==> config.mk <==
export PLATFORM = sky130hd
export DESIGN_NAME = csfl_core
export DESIGN_NICKNAME = d
export VERILOG_FILES = /design/src/common/csfl_pkg.sv /design/src/rtl/csfl_core.sv /design/src/rtl/csfl_sync.sv
export SDC_FILE = /design/constraint.sdc
export NUM_CORES = 1
export LEC_CHECK = 0
export BUFFER_PORTS_ARGS = -buffer_cell sky130_fd_sc_hd__buf_2
export CAP_MARGIN = 10
export CORE_ASPECT_RATIO = 0.5
export CORE_UTILIZATION = 46
export CTS_CLUSTER_DIAMETER = 150
export DETAILED_ROUTE_END_ITERATION = 6
export PLACE_DENSITY = 0.73
export SLEW_MARGIN = 25
export SYNTH_ARGS = -nofsm -noshare
export SYNTH_HDL_FRONTEND = slang
export SYNTH_SLANG_ARGS = --single-unit
==> constraint.sdc <==
create_clock -name mclk_in -period 9.04 [get_ports mclk_in]
set_clock_uncertainty 0.15 [all_clocks]
set_input_delay 0.452 -clock mclk_in [delete_from_list [all_inputs] [get_ports mclk_in]]
set_output_delay 0.452 -clock mclk_in [all_outputs]
set_load 0.02 [all_outputs]
==> src/common/csfl_pkg.sv <==
/*
 File holds the shared constants of the command source and forced local block:
 register offsets, field positions, reset values, source codes and timing.
 Assumes a 10 MHz system clock and a word-wide plain register port.
*/
package csfl_pkg;
   // ==========================================================
   // Timing
   localparam int unsigned CLK_HZ        = 10_000_000;
   localparam int unsigned TICK_MS       = 100;
   localparam int unsigned TICK_CYCLES   = TICK_MS * (CLK_HZ / 1000);
   localparam int unsigned EXIT_DELAY_S  = 10;
   localparam logic [15:0] DELAY_RST     = 16'(EXIT_DELAY_S * 1000 / TICK_MS);

   // ==========================================================
   // Register offsets (byte addresses)
   localparam logic [7:0]  ADDR_CFG      = 8'h00;
   localparam logic [7:0]  ADDR_ASSIGN   = 8'h04;
   localparam logic [7:0]  ADDR_DELAY    = 8'h08;
   localparam logic [7:0]  ADDR_STATUS   = 8'h0c;

   // ==========================================================
   // Configuration fields
   localparam int          CFG_CIA402    = 0;
   localparam int          CFG_COPY_LSB  = 1;
   localparam int          CFG_RSRC_LSB  = 3;
   localparam int          CFG_CMDTERM   = 6;
   localparam int          CFG_PCARD     = 7;
   localparam int          CFG_SEL_LSB   = 8;
   localparam int          CFG_SRC_LSB   = 12;
   localparam logic        CIA402_RST    = 1'b1;

   // Assignment fields, one bit per switchable position 11..15
   localparam int          SW_BASE       = 11;
   localparam int          ASG_SW_LSB    = 0;
   localparam int          ASG_FIX_LSB   = 8;
   localparam int          ASG_EXT_LSB   = 16;

   // Status fields
   localparam int          ST_LOCAL      = 0;
   localparam int          ST_MON        = 1;
   localparam int          ST_AWREF      = 2;
   localparam int          ST_AWCMD      = 3;
   localparam int          ST_STOP       = 4;
   localparam int          ST_HOLD       = 5;
   localparam int          ST_CH2        = 6;

   // ==========================================================
   // Codes
   localparam logic [1:0]  COPY_NONE     = 2'h0;
   localparam logic [2:0]  RSRC_NET      = 3'h0;
   localparam logic [2:0]  RSRC_UPDOWN   = 3'h1;
   localparam logic [2:0]  RSRC_ANALOG   = 3'h2;
   localparam logic [2:0]  RSRC_ENCODER  = 3'h3;
   localparam logic [2:0]  RSRC_FREQ     = 3'h4;
   localparam logic [2:0]  SRC_STOP      = 3'h0;
   localparam logic [2:0]  SRC_AI2       = 3'h1;
   localparam logic [2:0]  SRC_AI3       = 3'h2;
   localparam logic [2:0]  SRC_AI4       = 3'h3;
   localparam logic [2:0]  SRC_PULSE     = 3'h4;
   localparam logic [2:0]  SRC_PANEL     = 3'h5;

   typedef enum logic [1:0] {
      CSFL_REMOTE,
      CSFL_LOCAL,
      CSFL_DELAY
   } csfl_state_type;
endpackage

==> src/rtl/csfl_core.sv <==
/*
 File holds the command source selection, copy on switching and forced local
 logic of a drive. Assumes channel words, references and network write strobes
 come from logic on the same clock; terminal inputs are asynchronous pins.
*/
// Local design decisions: strobed register access and the placing of the registers.
//
// Overview of operation
// - Switched bit follows selected channel's bit
// - Only bits 11-15 switchable; 11-13 via card
// - Switched and fixed assignment exclude each other
// - Copy ref/cmd to channel 2 per setting
// - No copy: stop until command and reference
// - Copy pre-ramp ref unless up/down speed
// - Terminal command on channel 2: no cmd copy
// - Analog/encoder/frequency ref: no ref copy
// - Forced local only in CiA402 profile
// - Other communication beats forced local
// - Forced local follows chosen input at 1
// - Source: stop, terminals, pulse or panel
// - Local mode rejects network writes
// - Local mode still serves network reads
// - No communication fault during local mode
// - On exit hold run, direction, reference
// - Monitoring resumes after exit delay
// - Act only after reference and command arrive
// - Switched bit counts only on active channel
`timescale 1ns/10ps
`default_nettype none
module csfl_core #(
   parameter int unsigned TICK_CYCLES = csfl_pkg::TICK_CYCLES
) (
   input  wire logic        mclk_in,
   input  wire logic        reset_in,
   input  wire logic [7:0]  reg_addr_in,
   input  wire logic [31:0] reg_wdata_in,
   input  wire logic        reg_wr_in,
   input  wire logic        reg_rd_in,
   output logic      [31:0] reg_rdata_out,
   input  wire logic [13:0] terminal_in,
   input  wire logic        other_comm_active_in,
   input  wire logic        chan2_select_in,
   input  wire logic [15:0] word_ch1_in,
   input  wire logic [15:0] word_ch2_in,
   input  wire logic [15:0] pre_ramp_reference_in,
   input  wire logic [15:0] post_ramp_reference_in,
   input  wire logic [15:0] ch1_cmd_in,
   input  wire logic [15:0] analog_input_2_in,
   input  wire logic [15:0] analog_input_3_in,
   input  wire logic [15:0] analog_input_4_in,
   input  wire logic [15:0] pulse_input_source_in,
   input  wire logic [15:0] panel_speed_reference_in,
   input  wire logic        panel_run_in,
   input  wire logic        panel_dir_in,
   input  wire logic        net_wr_in,
   input  wire logic        net_wr_is_ref_in,
   input  wire logic        net_wr_is_cmd_in,
   input  wire logic        net_rd_in,
   input  wire logic        comm_timeout_in,
   output logic      [4:0]  func_bit_out,
   output logic             net_wr_ack_out,
   output logic             net_wr_nak_out,
   output logic             net_rd_ack_out,
   output logic             comm_fault_out,
   output logic             local_active_out,
   output logic             local_run_out,
   output logic             local_dir_out,
   output logic      [15:0] local_ref_out,
   output logic      [15:0] ch2_ref_out,
   output logic      [15:0] ch2_cmd_out,
   output logic             ch2_load_out,
   output logic             held_valid_out,
   output logic             monitor_en_out,
   output logic             stop_req_out,
   output logic             ctrl_enable_out
);
   // ==========================================================
   // Terminal pins, two flops before use
   logic [13:0] term_s;
   csfl_sync u_sync (
      .mclk_in  (mclk_in),
      .reset_in (reset_in),
      .async_in (terminal_in),
      .sync_out (term_s)
   );

   // ==========================================================
   // Software registers
   logic        cia402_q;
   logic [1:0]  copy_q;
   logic [2:0]  rsrc_q;
   logic        cmdterm_q;
   logic        pcard_q;
   logic [3:0]  sel_q;
   logic [2:0]  src_q;
   logic [4:0]  sw_q;
   logic [4:0]  fix_q;
   logic [2:0]  ext_q;
   logic [15:0] delay_q;

   // Decode of the plain register port
   wire logic       wr_cfg = reg_wr_in && (reg_addr_in == csfl_pkg::ADDR_CFG);
   wire logic       wr_asg = reg_wr_in && (reg_addr_in == csfl_pkg::ADDR_ASSIGN);
   wire logic       wr_dly = reg_wr_in && (reg_addr_in == csfl_pkg::ADDR_DELAY);
   wire logic [4:0] w_sw   = reg_wdata_in[csfl_pkg::ASG_SW_LSB +: 5];
   wire logic [4:0] w_fix  = reg_wdata_in[csfl_pkg::ASG_FIX_LSB +: 5];
   // A position already taken by the other kind is refused bit by bit
   wire logic [4:0] sw_d   = w_sw & ~fix_q;
   wire logic [4:0] fix_d  = w_fix & ~(sw_q | sw_d);

   // Configuration writes
   always_ff @(posedge mclk_in or posedge reset_in) begin
      if (reset_in) begin
         cia402_q  <= csfl_pkg::CIA402_RST;
         copy_q    <= csfl_pkg::COPY_NONE;
         rsrc_q    <= csfl_pkg::RSRC_NET;
         cmdterm_q <= 1'b0;
         pcard_q   <= 1'b0;
         sel_q     <= 4'h0;
         src_q     <= csfl_pkg::SRC_STOP;
         sw_q      <= 5'h00;
         fix_q     <= 5'h00;
         ext_q     <= 3'h0;
         delay_q   <= csfl_pkg::DELAY_RST;
      end else begin
         if (wr_cfg) begin
            cia402_q  <= reg_wdata_in[csfl_pkg::CFG_CIA402];
            copy_q    <= reg_wdata_in[csfl_pkg::CFG_COPY_LSB +: 2];
            rsrc_q    <= reg_wdata_in[csfl_pkg::CFG_RSRC_LSB +: 3];
            cmdterm_q <= reg_wdata_in[csfl_pkg::CFG_CMDTERM];
            pcard_q   <= reg_wdata_in[csfl_pkg::CFG_PCARD];
            sel_q     <= reg_wdata_in[csfl_pkg::CFG_SEL_LSB +: 4];
            src_q     <= reg_wdata_in[csfl_pkg::CFG_SRC_LSB +: 3];
         end
         if (wr_asg) begin
            sw_q  <= sw_d;
            fix_q <= fix_d;
            ext_q <= reg_wdata_in[csfl_pkg::ASG_EXT_LSB +: 3];
         end
         if (wr_dly) begin
            delay_q <= reg_wdata_in[15:0];
         end
      end
   end

   // ==========================================================
   // Function bits 11..15; channel 2 may take 11..13 from card inputs 12..14
   logic [4:0] fb_d;
   for (genvar i = 0; i < 5; i++) begin : g_fb
      // Card inputs exist for 11..13 only; the modulo keeps unused indices in range
      wire logic c2 = (i < 3 && ext_q[i % 3]) ? term_s[11 + i % 3]
                                               : word_ch2_in[csfl_pkg::SW_BASE + i];
      wire logic c1 = word_ch1_in[csfl_pkg::SW_BASE + i];
      // Switched bits only count from the channel now active
      assign fb_d[i] = sw_q[i] ? (chan2_select_in ? c2 : c1) : (fix_q[i] & c1);
   end

   // ==========================================================
   // Forced local request and exit sequencing
   csfl_pkg::csfl_state_type st_q;
   csfl_pkg::csfl_state_type st_d;
   logic [31:0] tick_q;
   logic [15:0] dcnt_q;

   // Input 1..14 chosen by the select field, 0 means off
   wire logic sel_hit   = (sel_q != 4'h0) && (sel_q <= 4'he) && term_s[4'(sel_q - 4'h1)];
   // Profile gate and priority of any other communication
   wire logic local_req = cia402_q && sel_hit && !other_comm_active_in;
   wire logic tick      = (tick_q >= TICK_CYCLES - 1);
   wire logic dly_done  = (dcnt_q >= delay_q);
   wire logic exit_ev   = (st_q == csfl_pkg::CSFL_LOCAL) && (st_d != csfl_pkg::CSFL_LOCAL);

   // Next state of the override sequence
   always_comb begin
      st_d = st_q;
      unique case (st_q)
         csfl_pkg::CSFL_REMOTE: begin
            if (local_req) begin
               st_d = csfl_pkg::CSFL_LOCAL;
            end
         end
         csfl_pkg::CSFL_LOCAL: begin
            if (!local_req) begin
               st_d = (delay_q == 16'h0000) ? csfl_pkg::CSFL_REMOTE : csfl_pkg::CSFL_DELAY;
            end
         end
         csfl_pkg::CSFL_DELAY: begin
            if (local_req) begin
               st_d = csfl_pkg::CSFL_LOCAL;
            end else if (dly_done) begin
               st_d = csfl_pkg::CSFL_REMOTE;
            end
         end
      endcase
   end

   // State and exit delay; ticks only run while waiting
   always_ff @(posedge mclk_in or posedge reset_in) begin
      if (reset_in) begin
         st_q   <= csfl_pkg::CSFL_REMOTE;
         tick_q <= 32'h0000_0000;
         dcnt_q <= 16'h0000;
      end else begin
         st_q <= st_d;
         if (st_d != csfl_pkg::CSFL_DELAY || st_q != csfl_pkg::CSFL_DELAY) begin
            tick_q <= 32'h0000_0000;
            dcnt_q <= 16'h0000;
         end else if (tick) begin
            tick_q <= 32'h0000_0000;
            dcnt_q <= dcnt_q + 16'h0001;
         end else begin
            tick_q <= tick_q + 32'h0000_0001;
         end
      end
   end

   // ==========================================================
   // Local command and reference; pulse source needs the card
   wire logic pulse_ok = (src_q != csfl_pkg::SRC_PULSE) || pcard_q;
   wire logic run_sel  = (src_q == csfl_pkg::SRC_PANEL) ? panel_run_in : term_s[0];
   wire logic dir_sel  = (src_q == csfl_pkg::SRC_PANEL) ? panel_dir_in : term_s[1];
   wire logic run_loc  = (src_q != csfl_pkg::SRC_STOP) && (src_q <= csfl_pkg::SRC_PANEL)
                         && pulse_ok && run_sel;
   wire logic [15:0] ref_sel =
      (src_q == csfl_pkg::SRC_AI2)                ? analog_input_2_in :
      (src_q == csfl_pkg::SRC_AI3)                ? analog_input_3_in :
      (src_q == csfl_pkg::SRC_AI4)                ? analog_input_4_in :
      (src_q == csfl_pkg::SRC_PULSE && pcard_q)   ? pulse_input_source_in :
      (src_q == csfl_pkg::SRC_PANEL)              ? panel_speed_reference_in :
                                                    16'h0000;

   // ==========================================================
   // Copy on switching to channel 2
   logic chan2_q;
   wire logic sw_edge  = chan2_select_in && !chan2_q;
   wire logic ref_own  = (rsrc_q == csfl_pkg::RSRC_ANALOG) || (rsrc_q == csfl_pkg::RSRC_ENCODER)
                         || (rsrc_q == csfl_pkg::RSRC_FREQ);
   wire logic do_ref   = sw_edge && copy_q[0] && !ref_own;
   wire logic do_cmd   = sw_edge && copy_q[1] && !cmdterm_q;
   // Up/down speed keeps its own ramp, so its output is the one to carry
   wire logic [15:0] ref_cp = (rsrc_q == csfl_pkg::RSRC_UPDOWN) ? post_ramp_reference_in
                                                                 : pre_ramp_reference_in;

   // ==========================================================
   // Waiting for first reference and command; a set beats a clear
   logic aw_ref_q;
   logic aw_cmd_q;
   logic stop_q;
   wire logic local_d  = (st_d == csfl_pkg::CSFL_LOCAL);
   wire logic wr_ok    = net_wr_in && !local_active_out;
   wire logic set_ref  = exit_ev || (sw_edge && !copy_q[0]);
   wire logic set_cmd  = exit_ev || (sw_edge && !copy_q[1]);
   wire logic aw_ref_d = set_ref || (aw_ref_q && !(wr_ok && net_wr_is_ref_in));
   wire logic aw_cmd_d = set_cmd || (aw_cmd_q && !(wr_ok && net_wr_is_cmd_in));
   wire logic aw_any   = aw_ref_d || aw_cmd_d;
   wire logic nocopy   = sw_edge && (copy_q == csfl_pkg::COPY_NONE);
   wire logic stop_d   = nocopy || (stop_q && aw_any);
   wire logic held_d   = exit_ev || (held_valid_out && aw_any);
   // Fault masked in local mode and until monitoring resumes
   wire logic fault_d  = comm_timeout_in && (st_d == csfl_pkg::CSFL_REMOTE);

   // Outputs of the channel logic
   always_ff @(posedge mclk_in or posedge reset_in) begin
      if (reset_in) begin
         chan2_q          <= 1'b0;
         func_bit_out     <= 5'h00;
         local_active_out <= 1'b0;
         local_run_out    <= 1'b0;
         local_dir_out    <= 1'b0;
         local_ref_out    <= 16'h0000;
         ch2_ref_out      <= 16'h0000;
         ch2_cmd_out      <= 16'h0000;
         ch2_load_out     <= 1'b0;
         aw_ref_q         <= 1'b0;
         aw_cmd_q         <= 1'b0;
         stop_q           <= 1'b0;
         held_valid_out   <= 1'b0;
         monitor_en_out   <= 1'b1;
         comm_fault_out   <= 1'b0;
         stop_req_out     <= 1'b0;
         ctrl_enable_out  <= 1'b1;
         net_wr_ack_out   <= 1'b0;
         net_wr_nak_out   <= 1'b0;
         net_rd_ack_out   <= 1'b0;
      end else begin
         chan2_q          <= chan2_select_in;
         func_bit_out     <= fb_d;
         local_active_out <= local_d;
         if (local_d) begin
            // Values frozen on exit stay as the held channel values
            local_run_out <= run_loc;
            local_dir_out <= dir_sel;
            local_ref_out <= ref_sel;
         end
         if (do_ref) begin
            ch2_ref_out <= ref_cp;
         end
         if (do_cmd) begin
            ch2_cmd_out <= ch1_cmd_in;
         end
         ch2_load_out     <= do_ref || do_cmd;
         aw_ref_q         <= aw_ref_d;
         aw_cmd_q         <= aw_cmd_d;
         stop_q           <= stop_d;
         held_valid_out   <= held_d;
         monitor_en_out   <= (st_d == csfl_pkg::CSFL_REMOTE);
         comm_fault_out   <= fault_d;
         stop_req_out     <= stop_d || (local_d && !run_loc && src_q == csfl_pkg::SRC_STOP);
         ctrl_enable_out  <= !aw_any && !local_d;
         net_wr_ack_out   <= wr_ok;
         net_wr_nak_out   <= net_wr_in && local_active_out;
         net_rd_ack_out   <= net_rd_in;
      end
   end

   // ==========================================================
   // Read port; data stand only in the cycle after the strobe
   wire logic [31:0] status_w = 32'({chan2_q, held_valid_out, stop_q, aw_cmd_q, aw_ref_q,
                                     monitor_en_out, local_active_out});
   wire logic [31:0] cfg_w    = 32'({src_q, sel_q, pcard_q, cmdterm_q, rsrc_q, copy_q, cia402_q});
   wire logic [31:0] asg_w    = 32'({ext_q, 3'h0, fix_q, 3'h0, sw_q});
   wire logic [31:0] rd_mux   =
      (reg_addr_in == csfl_pkg::ADDR_CFG)    ? cfg_w :
      (reg_addr_in == csfl_pkg::ADDR_ASSIGN) ? asg_w :
      (reg_addr_in == csfl_pkg::ADDR_DELAY)  ? {16'h0000, delay_q} :
      (reg_addr_in == csfl_pkg::ADDR_STATUS) ? status_w : 32'h0000_0000;

   always_ff @(posedge mclk_in or posedge reset_in) begin
      if (reset_in) begin
         reg_rdata_out <= 32'h0000_0000;
      end else begin
         reg_rdata_out <= reg_rd_in ? rd_mux : 32'h0000_0000;
      end
   end
endmodule
`default_nettype wire

==> src/rtl/csfl_sync.sv <==
/*
 File holds a two-stage synchroniser for the fourteen terminal inputs.
 Assumes the inputs are asynchronous pins and the clock is the system clock.
*/
`timescale 1ns/10ps
`default_nettype none
module csfl_sync (
   input  wire logic        mclk_in,
   input  wire logic        reset_in,
   input  wire logic [13:0] async_in,
   output logic      [13:0] sync_out
);
   logic [13:0] meta_q;

   // ==========================================================
   // Stage one feeds stage two only
   always_ff @(posedge mclk_in or posedge reset_in) begin
      if (reset_in) begin
         meta_q   <= 14'h0000;
         sync_out <= 14'h0000;
      end else begin
         meta_q   <= async_in;
         sync_out <= meta_q;
      end
   end
endmodule
`default_nettype wire

Yosys cells after proc, flatten, opt, wreduce, memory -nomap -nowiden
Index checks and enable logic that the tools add are counted.
Storage, ports and cells
  bits in registers: 210
  input bits: 227
Cells by class
  $add $sub $neg: 3
  magnitude comparators: 5
  eq/ne operators: 19
  mux-type cells: 38
  bitwise gates (word level): 10
  reductions and logical operators: 66
Operator list (number)
  16-bit two-way mux: 9
  32-bit two-way mux: 2
  19-bit two-way mux: 3
  32-bit by 1-bit adder with 32-bit output, second input constant: 1
  32-bit by 20-bit greater-or-equal comparator with 1-bit output, second input constant: 1
  1-bit logical AND: 32
  16-bit by 1-bit adder with 16-bit output, second input constant: 1
  8-bit by 4-bit equality test with 1-bit output, second input constant: 2
  16-bit greater-or-equal comparator: 1
  16-bit zero test: 1
  1-bit two-way mux: 16
  1-bit logical OR: 13
  3-bit by 2-bit equality test with 1-bit output, second input constant: 4
  1-bit zero test: 12
  5-bit AND: 2
  2-bit two-way mux: 5
  5-bit inverter: 2
  3-bit equality test, second input constant: 3
  8-bit by 3-bit equality test with 1-bit output, second input constant: 1
  8-bit zero test: 1
  7-bit two-way mux: 1
  3-bit by 1-bit equality test with 1-bit output, second input constant: 2
  2-bit zero test: 3
  2-bit case mux with 3 select lines: 1
  other kinds (16): 22

Longest topological paths before layout
  word-level depth: 16
  gate-level depth with buffers: 12
  depth with buffers taken out: 9

Modules after synthesis
A second synthesis with hierarchy kept.
Unflattened totals
  cell total of the unflattened synthesis: 871
  area total of the unflattened synthesis: 10063.4 µm²
Modules (own cells, without submodules)
  csfl_core: instances 1, cells each 842, area each 9359.0 µm², sequential area each 4561.9 µm²
  csfl_sync: instances 1, cells each 29, area each 704.4 µm², sequential area each 700.7 µm²

Least setup slack after synthesis
No wires, ideal clock.
  kind: reg-to-reg
  start point: reg sel_q[0]
  end point: reg local_ref_out[0]
  arrival: 2.647 ns
  data required time: 8.765 ns
  path slack: 6.118 ns
  stages on the path, launching flop included: 13
  path through: dfrtp_1 -> buf_6 -> inv_1 -> ha_1 -> mux4_1 -> nor2_1 -> or3_4 -> a221oi_4 -> or2_1 -> nor2b_2 -> buf_6 -> buf_12 -> mux2_4
Between the ends
  longest elaborated chain between the ends: 9
  elaborated cells on any way between the ends: 14
  those cells by class: 1 x add/sub; 1 x order compare; 1 x eq/ne; 6 x mux; 5 x reduce/logical
RTL lines
  from (decl): line csfl_core.sv:94  | logic [3:0] sel_q;
  from (signal assigned): line csfl_core.sv:132  | sel_q <= reg_wdata_in[csfl_pkg::CFG_SEL_LSB +: 4];
  4-bit by 1-bit subtractor with 4-bit output: line csfl_core.sv:166  | wire logic sel_hit = (sel_q != 4'h0) && (sel_q <= 4'he) && term_s[4'(sel_q - 4'h1)];
  1-bit binary-select mux with 4-bit select: line csfl_core.sv:166
  1-bit two-way mux (implied by the code): line csfl_core.sv:166
  1-bit logical AND (*): line csfl_core.sv:166
  1-bit logical AND (*) (2 in series): line csfl_core.sv:168  | wire logic local_req = cia402_q && sel_hit && !other_comm_active_in;
  2-bit two-way mux (on tied branches): line csfl_core.sv:188, csfl_core.sv:178, csfl_core.sv:183
  2-bit case mux with 3 select lines (*): line csfl_core.sv:176  | unique case (st_q)
  2-bit by 1-bit equality test with 1-bit output (*): line csfl_core.sv:249  | wire logic local_d = (st_d == csfl_pkg::CSFL_LOCAL);
  to (signal assigned): line csfl_core.sv:293  | local_ref_out <= ref_sel;
  to (decl): line csfl_core.sv:68  | output logic [15:0] local_ref_out,
Mark *: on every way between the ends. The rest lies on a longest branch, timed or not. The select of a mux whose other input is x is not followed.
A chain may end at the register's enable or synchronous reset.

Worst setup path after layout
  start point: reg sel_q[0]
  end point: reg local_ref_out[11]
Same word-level chain as after synthesis.

==> results.md <==
- FILL cells: 1732
- Post-synthesis average cell area: 11.3 sq um
- Site Rows: 37
- Clock Tree Buf Depth: 3
- Slew @ Worst Pin: 0.897 ns
- Die W: 211 um
- Hold Path Class: in -> reg
- H-tree depth: 1
- R2R depth: 10
- Final HPWL DP: 18.3 mm
- Die Y: 107 um
- DP Area: 11700 sq um
- P_leak: 6.03 nW
- Share of post-route cells with drive strength above 1: 0.359
- Effective utilization at floorplan: 0.480
- TritonCTS clock tree: yes
- IO Pins: 324
- Synth-to-layout area growth: 24.3%
- Overall Power: 2.13 mW
- Diodes inserted: 0
- Sink Count: 210
- CP max stage delay: 0.60 ns
- Setup violations, final: 0
- First-pass GRT wire length: 40.6 mm
- Overall routing resource usage: 0.226
- WS Path Type: reg -> reg
- Clock root cell: clkbuf_16
- Slew HR: 0.400
- Final wirelength: 25.4 mm
- Synth unique cells: 65
- PwrDens: 170 nW/um^2
- Final min period: 3.53 ns
- Sequential share of the synthesized area: 0.523
- Crit end category: flop
- Flop2flop setup slack: 5.51 ns
- HP Start: ch1_cmd_in[1]
- Critical Path AT: 3.76 ns
- Type of origin of the critical path: flop
- Post-DRT Antenna Nets: 0
- Vias: 7936
- Synth async-reset ratio: 1.00
- Vias per cell: 5.34
- Crit-path slowest cell: dfrtp_1
- Period utilization: 0.390
- Maximum number of pins on one net before global-route repair: 142
- Drt pass-1 iters: 5
- Hold Fails Final Rpt: 0
- Worst endpoint required time: 9.27 ns
- Fin nets: 1430
- R2R Path Start: sel_q[0]
- Number of global-route vias before repair: 8132
- Routability Congestion: 0.846
- Port Buffer Count: 275
- FMAX: 0.283 GHz
- Setup TNS: 0 ns
- Critical Path, Cell by Cell: inv_1 -> ha_1 -> mux4_1 -> nor2_1 -> or3_4 -> a221oi_4 -> or2_1 -> nor2b_2 -> buf_4 -> mux2_2
- GRT overflow: 0
- FF+latch count, synth: 210
- RSZ-0062 raised after global routing: no
- Final worst setup slack: 5.51 ns
- Final Cell Area: 12500 sq um
- Postcts setup bufs: 0
- TritonCTS Buffers: 20
- Place WS: 5.55 ns
- Multi-input logic area: 4450 sq um
- Area of the die: 22500 sq um
- Max FO, Critical Path: 24
- Most common flop cell mapped by yosys: dfrtp_1
- Crit Reg-Reg Endpoint: local_ref_out[11]
- Avg WL per Cell: 17.1 um
- Max-Cap Viols: 0
- Hold Path Sink: ch2_cmd_out[1]
- Post-synth EDFFs: 0
- Final Util: 0.596
- Clock transition at path regs: 0.07 ns
- Status: complete, no violations
- VDD IR max: 0.0947 mV
- # DRC: 0
- 1st-iter DRT viols: 404
- Syn. warnings: 0
- Max Slew Vio Count: 0
- Core ar.: 21000 sq um
- Post-Syn Instances: 892
- Initial antenna violation count: 0
- Sequential cell area: 5260 sq um
- Worst Hold Depth: 2
- Insertion delay of the later-clocked pin in the worst-skew pair: 0.49 ns
- Post-Synthesis Cell Area: 10100 sq um
[per-stage QoR]
stage	std cells	hold WS [ns]
after floorplan	916	0.181
after global placement	1434	0.183
after detailed placement	1434	0.185
after CTS	1485	0.0296
after global routing	1486	0.0349
final	1486	0.0359
[kinds of logic (layout without fill, tap and decap cells)]
| logic type | after synthesis | after routing | share of synthesized area |
|---|---|---|---|
| xor+xnor | 29 | 29 | 0.0253 |
| simple gates | 230 | 230 | 0.116 |
| compound gates | 181 | 181 | 0.119 |
| other cells | 1 | 25 | 0.000373 |
| buf+inv | 93 | 371 | 0.0448 |
| mux | 125 | 125 | 0.143 |
| flops | 210 | 210 | 0.523 |
| fa+ha+maj | 23 | 23 | 0.0286 |
[layer usage]
layer  vias to the layer above  share of wire  track usage
met5                         -              0            0
met2                       234           0.51        0.406
met3                        54          0.047       0.0331
met1                      3899           0.41        0.283
li1                       3749              -            -
met4                         0          0.027       0.0688
[how the worst max path moves through the flow]
stage                             end  slack (ns)  startpoint
finish              local_ref_out[11]        5.51    sel_q[0]
global route        local_ref_out[11]        5.30     st_q[0]
CTS                 local_ref_out[11]        5.54    sel_q[0]
detailed placement  local_ref_out[11]        5.55    sel_q[0]
global placement    local_ref_out[10]        5.60    sel_q[0]
floorplan                    aw_cmd_q        2.71    reset_in
[flip-flops by register name (all words and copies together), names as in the netlist, 4 cells and up]
name and flops:
ch2_cmd_out 16, ch2_ref_out 16, dcnt_q 16, delay_q 16, fix_q 5, func_bit_out 5, local_ref_out 16, reg_rdata_out 19
sel_q 4, sw_q 5, tick_q 32, u_sync.meta_q 14, u_sync.sync_out 14
[what timing repair did]
action | 4_1_cts | 5_1_grt
hold endpoints to repair | 15 | 1
endpoints found under the setup margin | 0 | 0
hold buffers | 15 | 1
resized for setup | 0 | 0
[layout make-up]
class                      instances  share of cell area
timing repair buffer             301               0.129
multi-input combinational        613               0.356
tap                              292              0.0292
clock buffer                      25              0.0448
sequential                       210               0.421
clock inverter                    11             0.00891
inverter                          34              0.0112
[cell usage in the layout (no fill, tap or decap), drive strengths merged, types with 33 or more instances in the layout]
cell	n
buf	285
dfrtp	204
mux2	86
nor2	61
a21oi	53
nand2	41
mux2i	37
nand3	37
a22oi	34
inv	33
[worst max-delay path: cells and delay by family, from the launching register on]
family / cells / cell delay (ns)
flops: 1 / 0.60
fa+ha+maj: 1 / 0.39
compound gates: 1 / 0.27
simple gates: 4 / 0.83
buf+inv: 2 / 0.51
mux: 2 / 0.64
[synthesized netlist by cell type, types with 3 or more instances]
cell type	instances	area, sq um
clkbuf_1	33	124
nand3b_1	3	22.5
dfrtp_1	204	5100
mux2i_1	37	370
mux2_4	13	195
o22a_1	5	43.8
o21ai_0	25	125
or2_1	3	18.8
mux2_2	73	822
o211ai_1	5	37.5
nand4b_1	3	26.3
nand2b_1	8	50.1
buf_4	13	97.6
nor3b_1	4	30.0
dfstp_2	6	158
inv_1	33	124
nand2_1	41	154
nor4_1	6	37.5
or3_1	7	43.8
nor2_1	61	229
and2_1	4	25.0
nand4_1	10	62.6
and4_1	5	43.8
a22oi_1	34	255
nand3_1	37	185
and3_1	8	50.1
buf_6	3	33.8
xnor2_1	14	123
ha_1	23	288
xor2_1	15	131
or4_1	5	37.5
nor3_1	10	50.1
o21a_1	3	22.5
a211oi_1	13	97.6
nor2b_1	10	62.6
a21oi_1	52	260
o22ai_1	22	138
buf_1	6	22.5
[where the power goes]
group | leakage [nW] | total, mW | internal [mW] | switching (mW)
Clock | 0.335 | 0.857 | 0.499 | 0.358
Sequential | 2.75 | 1.01 | 0.984 | 0.0288
Combinational | 2.94 | 0.255 | 0.111 | 0.144
Total | 6.03 | 2.13 | 1.59 | 0.530
No activity file was read; power rests on OpenSTA's default activity.
